**config.mk**
```make
export PLATFORM = sky130hd
export DESIGN_NAME = cgt_top
export DESIGN_NICKNAME = d
export VERILOG_FILES = /design/src/cgt_pkg.sv /design/src/cgt_sync_if.sv /design/src/cgt_sync.sv /design/src/cgt_top.sv
export SDC_FILE = /design/constraint.sdc
export NUM_CORES = 1
export LEC_CHECK = 0
export BUFFER_PORTS_ARGS = -buffer_cell sky130_fd_sc_hd__buf_2
export CAP_MARGIN = 20
export CORE_MARGIN = 1
export CORE_UTILIZATION = 55
export CTS_BUF_LIST = sky130_fd_sc_hd__clkbuf_8
export CTS_CLUSTER_DIAMETER = 40
export DETAILED_ROUTE_END_ITERATION = 7
export GPL_ROUTABILITY_DRIVEN = 1
export GPL_TIMING_DRIVEN = 0
export HOLD_SLACK_MARGIN = 0.06
export PLACE_DENSITY = 0.78
export SYNTH_ARGS = -nofsm -noshare
export SYNTH_HDL_FRONTEND = slang
export SYNTH_SLANG_ARGS = --single-unit
export TNS_END_PERCENT = 100
```
**constraint.sdc**
```tcl
create_clock -name i_mclk -period 2.2 [get_ports i_mclk]
set_input_delay 0.22 -clock i_mclk [delete_from_list [all_inputs] [get_ports i_mclk]]
set_output_delay 0.22 -clock i_mclk [all_outputs]
set_load 0.005 [all_outputs]
```
**src/cgt_pkg.sv**
```systemverilog
// cgt_pkg: shared constants and types of the carrier generator timer
package cgt_pkg;

  // data and address widths of the register port
  localparam int unsigned DATA_W = 8;
  localparam int unsigned ADDR_W = 3;

  // register offsets on the plain register port
  localparam logic [ADDR_W-1:0] ADDR_RUN_CTRL = 3'h0;
  localparam logic [ADDR_W-1:0] ADDR_FIRST_CMP = 3'h1;
  localparam logic [ADDR_W-1:0] ADDR_SECOND_CMP = 3'h2;
  localparam logic [ADDR_W-1:0] ADDR_CARRIER_CTRL = 3'h3;
  localparam logic [ADDR_W-1:0] ADDR_IRQ_STATUS = 3'h4;
  localparam logic [ADDR_W-1:0] ADDR_IRQ_MASK = 3'h5;
  localparam logic [ADDR_W-1:0] ADDR_COUNT = 3'h6;

  // field positions
  localparam int unsigned RUN_BIT = 0;
  localparam int unsigned GATE_FLAG_BIT = 0;
  localparam int unsigned GATE_BUF_BIT = 1;
  localparam int unsigned REMOTE_SEL_BIT = 2;
  localparam int unsigned IRQ_MATCH_BIT = 0;

  // values after reset
  localparam logic [DATA_W-1:0] RST_BYTE = 8'h00;
  localparam logic [DATA_W-1:0] CNT_CLEAR = 8'h00;

  // stages of the pin-input synchroniser
  localparam int unsigned SYNC_STAGES = 3;

  // which compare register the counter is matched against
  typedef enum logic {
    CMP_FIRST,
    CMP_SECOND
  } cgt_cmp_sel_t;

endpackage

```
**src/cgt_sync_if.sv**
```systemverilog
// cgt_sync_if: carries the raw companion match and its synchronised event
`timescale 1ns/100ps
interface cgt_sync_if;
  logic raw_match; // match level from the companion timer domain
  logic gate_evt; // one-cycle event on the count clock
  modport sync (input raw_match, output gate_evt);
  modport user (output raw_match, input gate_evt);
endinterface

```
**src/cgt_sync.sv**
```systemverilog
// cgt_sync: three-stage synchroniser and edge detector for the companion match
`timescale 1ns/100ps
module cgt_sync #(
  parameter int unsigned STAGES = cgt_pkg::SYNC_STAGES
) (
  // clock and reset
  input wire logic i_mclk,
  input wire logic i_rst_b,
  // synchronised event path
  cgt_sync_if.sync sif
);

  // the agreement test below reads the second and third stage only,
  // so any other depth is refused while the design is elaborated
  if (STAGES != 3) begin : g_bad_stages
    $error("cgt_sync supports exactly three stages");
  end

  logic [STAGES-1:0] sh_q; // shift chain, stage 0 first
  logic [STAGES-1:0] sh_d;
  logic lvl_q; // accepted level
  logic lvl_d;
  logic evt_q; // registered rising event
  logic evt_d;

  // next values: a change counts once stages two and three agree
  always_comb begin
    sh_d = {sh_q[STAGES-2:0], sif.raw_match};
    lvl_d = lvl_q;
    if (sh_q[1] == sh_q[2]) begin
      lvl_d = sh_q[2];
    end
    evt_d = lvl_d & ~lvl_q;
  end

  // registers only
  always_ff @(posedge i_mclk or negedge i_rst_b) begin
    if (!i_rst_b) begin
      sh_q <= '0;
      lvl_q <= 1'b0;
      evt_q <= 1'b0;
    end else begin
      sh_q <= sh_d;
      lvl_q <= lvl_d;
      evt_q <= evt_d;
    end
  end

  assign sif.gate_evt = evt_q;

endmodule

```
**src/cgt_top.sv**
```systemverilog
// cgt_top: carrier generator timer with gated carrier output and register port
//
// Contract
// counter stays stopped while both run bits clear
// run bit starts counting, carrier at default
// first compare match: irq, invert, switch, clear
// second compare match: irq, invert, switch back, clear
// alternation repeats, duty set by two compares
// companion match synchronised into gating event
// gate set: carrier appears at first rising edge
// gate cleared while high: hold until carrier falls
// gating event is internal, never an interrupt
// select 00/10 low, 01 high, 11 carrier pulses
// gate flag read-only, low disabled, high enabled
// second compare write while counting latched until match
// second compare write colliding with match is dropped
// stopping returns to first compare, clears counter
//
// Implementation choices: the register addresses and the plain strobed port.
`timescale 1ns/100ps
module cgt_top (
  // clock and reset
  input wire logic i_mclk,
  input wire logic i_rst_b,
  // register port
  input wire logic [cgt_pkg::ADDR_W-1:0] i_addr,
  input wire logic [cgt_pkg::DATA_W-1:0] i_wdata,
  input wire logic i_wr,
  input wire logic i_rd,
  output logic [cgt_pkg::DATA_W-1:0] o_rdata,
  // companion event timer
  input wire logic i_event_timer_run,
  input wire logic i_event_timer_match,
  // carrier pin and interrupts
  output logic o_carrier_output_pin,
  output logic o_carrier_match_irq,
  output logic o_irq
);

  localparam int unsigned DW = cgt_pkg::DATA_W;

  // write decode, used for every writable register
  function automatic logic wr_hit(input logic [cgt_pkg::ADDR_W-1:0] a);
    wr_hit = i_wr && (i_addr == a);
  endfunction

  // ---------------------------------------------------------------
  // synchronised gating event from the companion timer
  // ---------------------------------------------------------------
  cgt_sync_if sif ();
  assign sif.raw_match = i_event_timer_match;

  cgt_sync #(
    .STAGES(cgt_pkg::SYNC_STAGES)
  ) u_sync (
    .i_mclk(i_mclk),
    .i_rst_b(i_rst_b),
    .sif(sif)
  );

  // ---------------------------------------------------------------
  // state
  // ---------------------------------------------------------------
  logic run_q; // carrier timer run bit
  logic run_d;
  logic [DW-1:0] first_q; // first compare value
  logic [DW-1:0] first_d;
  logic [DW-1:0] second_q; // second compare value in use
  logic [DW-1:0] second_d;
  logic [DW-1:0] pend_val_q; // second compare value waiting for a match
  logic [DW-1:0] pend_val_d;
  logic pend_q; // a latched second compare write is waiting
  logic pend_d;
  logic [DW-1:0] cnt_q; // carrier counter
  logic [DW-1:0] cnt_d;
  cgt_pkg::cgt_cmp_sel_t phase_q; // compare currently matched against
  cgt_pkg::cgt_cmp_sel_t phase_d;
  logic carrier_q; // internal carrier clock
  logic carrier_d;
  logic match; // counter equals the active compare while the run bit is set
  logic [DW-1:0] cmp_act; // active compare value

  logic gate_buf_q; // software gate buffer
  logic gate_buf_d;
  logic gate_flag_q; // read-only gate flag
  logic gate_flag_d;
  logic remote_sel_q; // carrier versus plain high level
  logic remote_sel_d;
  logic pass_q; // carrier is passed to the pin
  logic pass_d;
  logic pin_q; // registered pin level
  logic pin_d;

  logic irq_stat_q; // sticky match status
  logic irq_stat_d;
  logic irq_mask_q; // match interrupt enable
  logic irq_mask_d;
  logic irq_q; // registered interrupt level
  logic irq_d;
  logic match_pulse_q; // one-cycle match pulse
  logic [DW-1:0] rdata_q; // read data, valid the cycle after the strobe
  logic [DW-1:0] rdata_d;

  // compare selection; the counter only runs on its own run bit, so with
  // both run bits clear it is certainly held
  always_comb begin
    cmp_act = (phase_q == cgt_pkg::CMP_FIRST) ? first_q : second_q;
    match = run_q && (cnt_q == cmp_act);
  end

  // ---------------------------------------------------------------
  // counter, compare alternation and carrier clock
  // ---------------------------------------------------------------
  always_comb begin
    run_d = run_q;
    cnt_d = cnt_q;
    phase_d = phase_q;
    carrier_d = carrier_q;
    if (wr_hit(cgt_pkg::ADDR_RUN_CTRL)) begin
      run_d = i_wdata[cgt_pkg::RUN_BIT];
    end
    if (!run_q) begin
      // stopped: restart always opens with the first compare period
      cnt_d = cgt_pkg::CNT_CLEAR;
      phase_d = cgt_pkg::CMP_FIRST;
      carrier_d = 1'b0;
    end else if (match) begin
      cnt_d = cgt_pkg::CNT_CLEAR;
      carrier_d = ~carrier_q;
      unique case (phase_q)
        cgt_pkg::CMP_FIRST: begin
          phase_d = cgt_pkg::CMP_SECOND;
        end
        cgt_pkg::CMP_SECOND: begin
          phase_d = cgt_pkg::CMP_FIRST;
        end
      endcase
    end else begin
      cnt_d = cnt_q + 8'h01;
    end
  end

  always_ff @(posedge i_mclk or negedge i_rst_b) begin
    if (!i_rst_b) begin
      run_q <= 1'b0;
      cnt_q <= cgt_pkg::CNT_CLEAR;
      phase_q <= cgt_pkg::CMP_FIRST;
      carrier_q <= 1'b0;
    end else begin
      run_q <= run_d;
      cnt_q <= cnt_d;
      phase_q <= phase_d;
      carrier_q <= carrier_d;
    end
  end

  // ---------------------------------------------------------------
  // compare registers
  // ---------------------------------------------------------------
  // the first compare may only change while stopped, since a change
  // mid-period could skip the match and run the counter round
  always_comb begin
    first_d = first_q;
    second_d = second_q;
    pend_val_d = pend_val_q;
    pend_d = pend_q;
    if (wr_hit(cgt_pkg::ADDR_FIRST_CMP) && !run_q) begin
      first_d = i_wdata;
    end
    if (!run_q) begin
      // a value left waiting at stop is applied at once
      if (pend_q) begin
        second_d = pend_val_q;
        pend_d = 1'b0;
      end
      if (wr_hit(cgt_pkg::ADDR_SECOND_CMP)) begin
        second_d = i_wdata;
        pend_d = 1'b0;
      end
    end else if (match && (phase_q == cgt_pkg::CMP_SECOND)) begin
      // transfer on the old value's match; a colliding write is dropped
      if (pend_q) begin
        second_d = pend_val_q;
        pend_d = 1'b0;
      end
    end else if (wr_hit(cgt_pkg::ADDR_SECOND_CMP)) begin
      pend_val_d = i_wdata;
      pend_d = 1'b1;
    end
  end

  always_ff @(posedge i_mclk or negedge i_rst_b) begin
    if (!i_rst_b) begin
      first_q <= cgt_pkg::RST_BYTE;
      second_q <= cgt_pkg::RST_BYTE;
      pend_val_q <= cgt_pkg::RST_BYTE;
      pend_q <= 1'b0;
    end else begin
      first_q <= first_d;
      second_q <= second_d;
      pend_val_q <= pend_val_d;
      pend_q <= pend_d;
    end
  end

  // ---------------------------------------------------------------
  // gating and pin output
  // ---------------------------------------------------------------
  always_comb begin
    gate_buf_d = gate_buf_q;
    remote_sel_d = remote_sel_q;
    gate_flag_d = gate_flag_q;
    pass_d = pass_q;
    if (wr_hit(cgt_pkg::ADDR_CARRIER_CTRL)) begin
      // the flag bit of the written byte is ignored
      gate_buf_d = i_wdata[cgt_pkg::GATE_BUF_BIT];
      remote_sel_d = i_wdata[cgt_pkg::REMOTE_SEL_BIT];
    end
    // the gating event only moves the buffer into the flag
    if (sif.gate_evt && i_event_timer_run) begin
      gate_flag_d = gate_buf_q;
    end
    if (gate_flag_q && remote_sel_q) begin
      // start only on a rising carrier edge
      if (match && !carrier_q) begin
        pass_d = 1'b1;
      end
    end else if (pass_q && (!carrier_q || !run_q || (match && carrier_q))) begin
      // never cut a high pulse short unless the run bit clears
      pass_d = 1'b0;
    end
    if (remote_sel_q) begin
      pin_d = pass_d & carrier_d;
    end else begin
      pin_d = gate_flag_d;
    end
  end

  always_ff @(posedge i_mclk or negedge i_rst_b) begin
    if (!i_rst_b) begin
      gate_buf_q <= 1'b0;
      gate_flag_q <= 1'b0;
      remote_sel_q <= 1'b0;
      pass_q <= 1'b0;
      pin_q <= 1'b0;
    end else begin
      gate_buf_q <= gate_buf_d;
      gate_flag_q <= gate_flag_d;
      remote_sel_q <= remote_sel_d;
      pass_q <= pass_d;
      pin_q <= pin_d;
    end
  end

  // ---------------------------------------------------------------
  // interrupt: sticky status, write one to clear, set beats clear
  // ---------------------------------------------------------------
  always_comb begin
    irq_stat_d = irq_stat_q;
    irq_mask_d = irq_mask_q;
    if (wr_hit(cgt_pkg::ADDR_IRQ_STATUS) && i_wdata[cgt_pkg::IRQ_MATCH_BIT]) begin
      irq_stat_d = 1'b0;
    end
    if (match) begin
      irq_stat_d = 1'b1;
    end
    if (wr_hit(cgt_pkg::ADDR_IRQ_MASK)) begin
      irq_mask_d = i_wdata[cgt_pkg::IRQ_MATCH_BIT];
    end
    irq_d = irq_stat_d & irq_mask_d;
  end

  always_ff @(posedge i_mclk or negedge i_rst_b) begin
    if (!i_rst_b) begin
      irq_stat_q <= 1'b0;
      irq_mask_q <= 1'b0;
      irq_q <= 1'b0;
      match_pulse_q <= 1'b0;
    end else begin
      irq_stat_q <= irq_stat_d;
      irq_mask_q <= irq_mask_d;
      irq_q <= irq_d;
      match_pulse_q <= match;
    end
  end

  // ---------------------------------------------------------------
  // read port: data stands the cycle after the strobe, else zero
  // ---------------------------------------------------------------
  always_comb begin
    rdata_d = '0;
    if (i_rd) begin
      unique case (i_addr)
        cgt_pkg::ADDR_RUN_CTRL: begin
          rdata_d[cgt_pkg::RUN_BIT] = run_q;
        end
        cgt_pkg::ADDR_FIRST_CMP: begin
          rdata_d = first_q;
        end
        cgt_pkg::ADDR_SECOND_CMP: begin
          rdata_d = pend_q ? pend_val_q : second_q;
        end
        cgt_pkg::ADDR_CARRIER_CTRL: begin
          rdata_d[cgt_pkg::GATE_FLAG_BIT] = gate_flag_q;
          rdata_d[cgt_pkg::GATE_BUF_BIT] = gate_buf_q;
          rdata_d[cgt_pkg::REMOTE_SEL_BIT] = remote_sel_q;
        end
        cgt_pkg::ADDR_IRQ_STATUS: begin
          rdata_d[cgt_pkg::IRQ_MATCH_BIT] = irq_stat_q;
        end
        cgt_pkg::ADDR_IRQ_MASK: begin
          rdata_d[cgt_pkg::IRQ_MATCH_BIT] = irq_mask_q;
        end
        cgt_pkg::ADDR_COUNT: begin
          rdata_d = cnt_q;
        end
        default: begin
          rdata_d = '0; // unmapped offset reads zero
        end
      endcase
    end
  end

  always_ff @(posedge i_mclk or negedge i_rst_b) begin
    if (!i_rst_b) begin
      rdata_q <= '0;
    end else begin
      rdata_q <= rdata_d;
    end
  end

  // outputs, all from flip-flops
  assign o_rdata = rdata_q;
  assign o_carrier_output_pin = pin_q;
  assign o_carrier_match_irq = match_pulse_q;
  assign o_irq = irq_q;

endmodule

```
---- Yosys cells after proc, flatten, opt, wreduce, memory -nomap -nowiden ----
Index checks and enable logic that the tools add are counted.
word-level totals
  flip-flop bits (word level) ............. 58
  input bits .............................. 17
  logic and storage cells ................. 89
cells by class
  add/subtract/negate cells ............... 1
  equality and inequality tests ........... 11
  mux-type cells .......................... 28
  bitwise gates (word level) .............. 7
  reduce and logical (&&, ||, !) cells .... 21
operator list
  cell                   count
  $mux W8                8
  $mux W1                16
  $logic_and A1 B1 Y1    15
  $pmux W5 S3            1
  $eq A3 B3 Y1 const B   3
  $add A8 B1 Y8 const B  1
  $eq A8 B8 Y1           1
  $pmux W2 S4            1
  $pmux W1 S7            1
  $eq A3 B2 Y1 const B   2
  $ne A2 B1 Y1 const B   2
  $not A1 Y1             4
  $and A1 B1 Y1          3
  $eq A3 B1 Y1 const B   1
  $logic_not A3 Y1       1
  $ne A3 B1 Y1 const B   1
  $reduce_and A3 Y1      1
  $logic_not A1 Y1       2
  $logic_or A1 B1 Y1     2
  $pmux W1 S2            1
  $eq A1 B1 Y1           1

---- Logic depth before layout (Yosys ltp) ----
  word-level depth ........................ 10
  depth in mapped cells ................... 13
  depth with buffers taken out ............ 10

---- Modules after synthesis ----
A second synthesis with hierarchy kept.
unflattened totals
  cell total of the unflattened synthesis .. 304
  area total of the unflattened synthesis .. 3099.2 um^2
by module, submodules not included
  module    instances  cells each  area each (um^2)  sequential area each (um^2)
  cgt_top   1          297         2952.8            1326.3
  cgt_sync  1          7           146.4             125.1

---- Worst setup path before layout ----
No wires, ideal clock.
  kind .................................... flip-flop to flip-flop
  start point ............................. reg phase_q
  end point ............................... reg pin_q (netlist: o_carrier_output_pin)
  setup time .............................. 0.077 ns
  arrival ................................. 2.235 ns
  data required time ...................... 2.123 ns
  slack ................................... -0.113 ns
  stages on the path, launching flop included .. 12
  buffers on the path ..................... 2
  clock period less this slack ............ 2.313 ns
  cell sequence ........................... dfrtp_1 buf_6 mux2i_1 xor2_1 nor4b_1 buf_2 nand2_1 nor2_1 ha_1 nor2_1 nand2_1 a21oi_1
on the way
  elaborated cells on any way between the ends .. 14
  those cells by class .................... eq/ne: 1; mux: 7; bitwise: 1; reduce/logical: 5
RTL lines
  item                    line            text
  start, declared         cgt_top.sv:76   cgt_pkg::cgt_cmp_sel_t phase_q;
  start signal, assigned  cgt_top.sv:147  phase_q <= cgt_pkg::CMP_FIRST;
  start signal, assigned  cgt_top.sv:152  phase_q <= phase_d;
  $mux W8                 cgt_top.sv:107  cmp_act = (phase_q == cgt_pkg::CMP_FIRST) ? first_q : second_q;
  $eq A8 B8 Y1            cgt_top.sv:108  match = run_q && (cnt_q == cmp_act);
  $logic_and A1 B1 Y1     cgt_top.sv:108
  net match               cgt_top.sv:80   logic match;
  $mux W1                 cgt_top.sv:127  end else if (match) begin
  $mux W1                 cgt_top.sv:122  if (!run_q) begin
  net carrier_d           cgt_top.sv:79   logic carrier_d;
  $and A1 B1 Y1           cgt_top.sv:233  pin_d = pass_d & carrier_d;
  $mux W1                 cgt_top.sv:232  if (remote_sel_q) begin
  net pin_d               cgt_top.sv:92   logic pin_d;
  end signal, assigned    cgt_top.sv:251  pin_q <= pin_d;
  end, declared           cgt_top.sv:91   logic pin_q;
The timed path passes the listed nets, and every way through them passes these cells.
A chain may end at the register's enable or synchronous reset.

---- Final worst setup path ----
  start point ............................. reg phase_q
  end point ............................... reg pin_q (netlist: o_carrier_output_pin)
on the way
  word-level cells in the longest chain between the ends .. 10
  elaborated cells on any way between the ends .. 14
  those cells by class .................... eq/ne: 1; mux: 7; bitwise: 1; reduce/logical: 5
RTL lines
  item                     line            text
  $mux W8 (*)              cgt_top.sv:107
  $eq A8 B8 Y1 (*)         cgt_top.sv:108
  $logic_and A1 B1 Y1 (*)  cgt_top.sv:108
  net match                cgt_top.sv:80
  $logic_and A1 B1 Y1      cgt_top.sv:228  end else if (pass_q && (!carrier_q || !run_q || (match && carrier_q))) begin
  $logic_or A1 B1 Y1       cgt_top.sv:228
  $logic_and A1 B1 Y1      cgt_top.sv:228
  $mux W1                  cgt_top.sv:228
  $mux W1 (*)              cgt_top.sv:223  if (gate_flag_q && remote_sel_q) begin
  net pass_d               cgt_top.sv:90   logic pass_d;
  $and A1 B1 Y1 (*)        cgt_top.sv:233
  $mux W1 (*)              cgt_top.sv:232
  net pin_d                cgt_top.sv:92
Mark *: on every way through the listed nets, which the timed path passes. The rest lies on a longest branch.

==> impl_metrics.py <==
metrics = {
    "clock_tree": {
        "clock_path_buffers": 2,
        "worstSkewPairLatency_ns": 0.34,
        "clock-sinks": 58,
        "clock_tree.htree_level_count": 3,
        "clockRootBuffer": "clkbuf_8",
        "cts_buffers": 9,
        "cts_tree": "yes",
        "clkTransAtPathRegs_ns": 0.07,
    },
    "worst_setup_path": {
        "worstSetupStartpointType": "flop",
        "worstSetupPathType": "flop to flop",
        "crit_arrival_ns": 2.53,
        "cp_data_required_time_ns": 2.42,
        "end_kind": "flop",
        "crit_fanout": 6,
    },
    "drt": {
        "drt_iter0_drc": 302,
        "drt_wl_total_mm": 7.00,
        "wl_per_cell_um": 18.0,
        "drcViolationCount": 0,
        "vias": 2325,
        "routed_via_density": 5.98,
        "dr.pass1.iters": 6,
        "ant_nets": 0,
    },
    "die": {
        "core_sq_mm": 0.00514,
        "dieArea_sq_mm": 0.00565,
        "io_pins": 28,
        "rows": 26,
        "die_h_um": 75.2,
        "die_w_um": 75.2,
        "initial_core_util_pct": 57.3,
    },
    "placed_design": {
        "place_ws_ns": -0.321,
        "dp_cells": 364,
        "place_hpwl_mm": 4.65,
        "io_buffers": 26,
        "gp_congestion": 0.856,
    },
    "finish": {
        "layout.cells.non_filler": 389,
        "drive_gt1_share_pct": 31.7,
        "fill_cells": 396,
        "diodes": 0,
        "nNetsFinal": 334,
        "area_growth_pct": 23.0,
    },
    "sta": {
        "rsz0062_at_grt": "true",
        "drv_slew": 0,
        "final.setup.worst_slack_ns": -0.114,
        "max_freq_ghz": 0.432,
        "clock_skew_ns": 0.00631,
        "timing_hold_violations_final": 0,
        "finalCriticalPeriod_ns": 2.31,
        "worstMarginPinSlew_ns": 0.786,
        "slew_headroom_pct": 47.4,
        "setup_viol": 2,
        "post-route-period-util_pct": 105,
    },
    "synth": {
        "synth-async-reset-ratio_pct": 100,
        "yosys_warnings": 0,
        "syn_area_sq_mm": 0.00295,
        "syn_inst": 267,
        "ys_seq_area_share_pct": 49.3,
        "avgSynthCellArea_sq_um": 11.0,
        "synth_ff_type": "dfrtp_1",
        "synth_fp_nets": 287,
        "synth_edf_count": 0,
        "ys_seq_elements": 58,
        "yosysUniqueCellTypes": 44,
    },
    "global_route": {
        "antenna_found_initial": 0,
        "grt_pass1_wl_mm": 11.3,
        "grtUsageTotal_pct": 28.0,
        "first_global_vias": 2209,
        "grt_start_max_net_pins": 35,
        "gr-total-overflow": 0,
    },
    "outcome": {
        "failed_checks": "negative setup slack",
        "status": "complete, but fails checks",
    },
    "power": {
        "vdd_drop_max_mv": 0.503,
        "p_sw_share_pct": 30.7,
        "pwr-share-comb_pct": 26.9,
        "p_int_mw": 2.48,
        "sequentialPowerShare_pct": 40.8,
        "p_leak_nw": 1.62,
        "power_density_mw_per_mm2": 988,
        "p_clk_share_pct": 32.3,
        "switchingPower_mw": 1.10,
    },
    "job": {
        "cap_violations": 0,
    },
    "worst_hold_path": {
        "hold_class": "primary input to flop",
    },
}
-- power groups by stage --
stage          clock, mW  combinational [mW]  sequential [mW]
5_1_grt             1.22                1.04             1.48
4_1_cts             1.18               0.921             1.45
6_report            1.16               0.962             1.46
3_5_place_dp           0               0.793             1.47
2_1_floorplan          0               0.611             1.40
3_3_place_gp           0               0.763             1.46
-- critical path: stages, from the launching register on --
cell and delay (ns):
dfrtp_1 0.34, buf_6 0.14, buf_8 0.13, mux2i_1 0.22, xnor2_1 0.13, nor4_2 0.36, buf_4 0.20, nand2_4 0.06
nor2_4 0.12, ha_1 0.17, nand4b_1 0.11, nand2_1 0.08, nand2_1 0.07, a21oi_1 0.06
-- registers in the layout, indices dropped and copies added, names as in the netlist, 3 cells and up --
name,count
pend_val_q,8
second_q,8
first_q,8
cnt_q,8
u_sync.sh_q,3
o_rdata,8
-- placed cells by master (no fill, tap or decap), drive strengths merged, types with 10 or more instances in the layout --
master / n
dfrtp: 58
buf: 37
mux2: 27
nor2: 19
clkbuf: 18
nand2: 17
inv: 14
a31oi: 11
mux2i: 10
-- synth_stat cells, drive strengths merged, types with 9 or more instances --
master	n	area (sq um)
nor2b	9	56.3
nand2	17	63.8
dfrtp	58	1450
mux2i	10	100
xnor2	9	78.8
inv	12	45.0
a31oi	11	75.1
a21oi	9	45.0
clkbuf	9	33.8
mux2	27	304
nor3	9	45.0
nor2	19	73.8
-- final timing paths --
kind,from,to,slack (ns),depth (start not counted)
min,i_wdata[7],pend_val_q[7]$_DFFE_PN0P_,0.14,2
min reg2reg,u_sync.sh_q[0]$_DFF_PN0_,u_sync.sh_q[1]$_DFF_PN0_,0.35,0
max in group asynchronous,i_rst_b,pend_val_q[6]$_DFFE_PN0P_,1.21,3
max reg2reg,phase_q$_DFFE_PN0P_,o_carrier_output_pin$_DFF_PN0_,-0.11,13
max,phase_q$_DFFE_PN0P_,o_carrier_output_pin$_DFF_PN0_,-0.11,13
min in group asynchronous,i_rst_b,o_carrier_match_irq$_DFF_PN0_,0.41,2
-- timing repair --
| item | CTS | global route |
|---|---|---|
| hold buffers | 2 | 0 |
| endpoints found under the hold margin | 25 | 0 |
| resized for setup | 10 | 9 |
| setup buffers | 4 | 2 |
| pin swaps | 6 | 8 |
| setup endpoints to repair | 19 | 23 |
| cloned | 1 | 0 |
-- metal layers --
metal	part of all wire, %	global-route usage, %	routed length [um]	vias to the layer above
li1	-	-	-	1068
met4	2.0	8.85	139	0
met1	45	39.1	3120	1156
met5	0	0	0	-
met2	46	42.7	3240	87
met3	7.1	7.36	495	14
-- cell families after synthesis --
kind of cell,synth area share (%)
AOI/OAI and AO/OA,14.0
xor gates and xnor gates,4.16
adders and majority gates,1.61
buffers and inverters,3.91
DFF,49.3
muxes,13.7
and+or+nand+nor,13.3
-- layout make-up --
type	count	area (sq um)	share of cell area, %
Multi-Input combinational cell	184	1460	40.2
Sequential cell	58	1450	40.1
Timing Repair Buffer	36	264	7.29
Clock buffer	9	124	3.42
Clock inverter	7	110	3.04
Tap cell	70	87.6	2.42
Buffer	13	82.6	2.28
Inverter	12	45.0	1.24
-- metrics by stage --
step	hold slack, ns	total power, mW	instance area, sq um	util [%]	TNS, ns
after global placement	0.328	2.22	3170	61.8	-0.446
after global routing	0.131	3.74	3620	70.5	-0.650
after CTS	0.123	3.55	3560	69.3	-0.113
after detailed placement	0.257	2.26	3190	62.1	-0.589
final	0.135	3.58	3620	70.5	-0.152
after floorplan	-0.0756	2.01	2960	-	-0.0336
No activity file was read; power rests on OpenSTA's default activity.
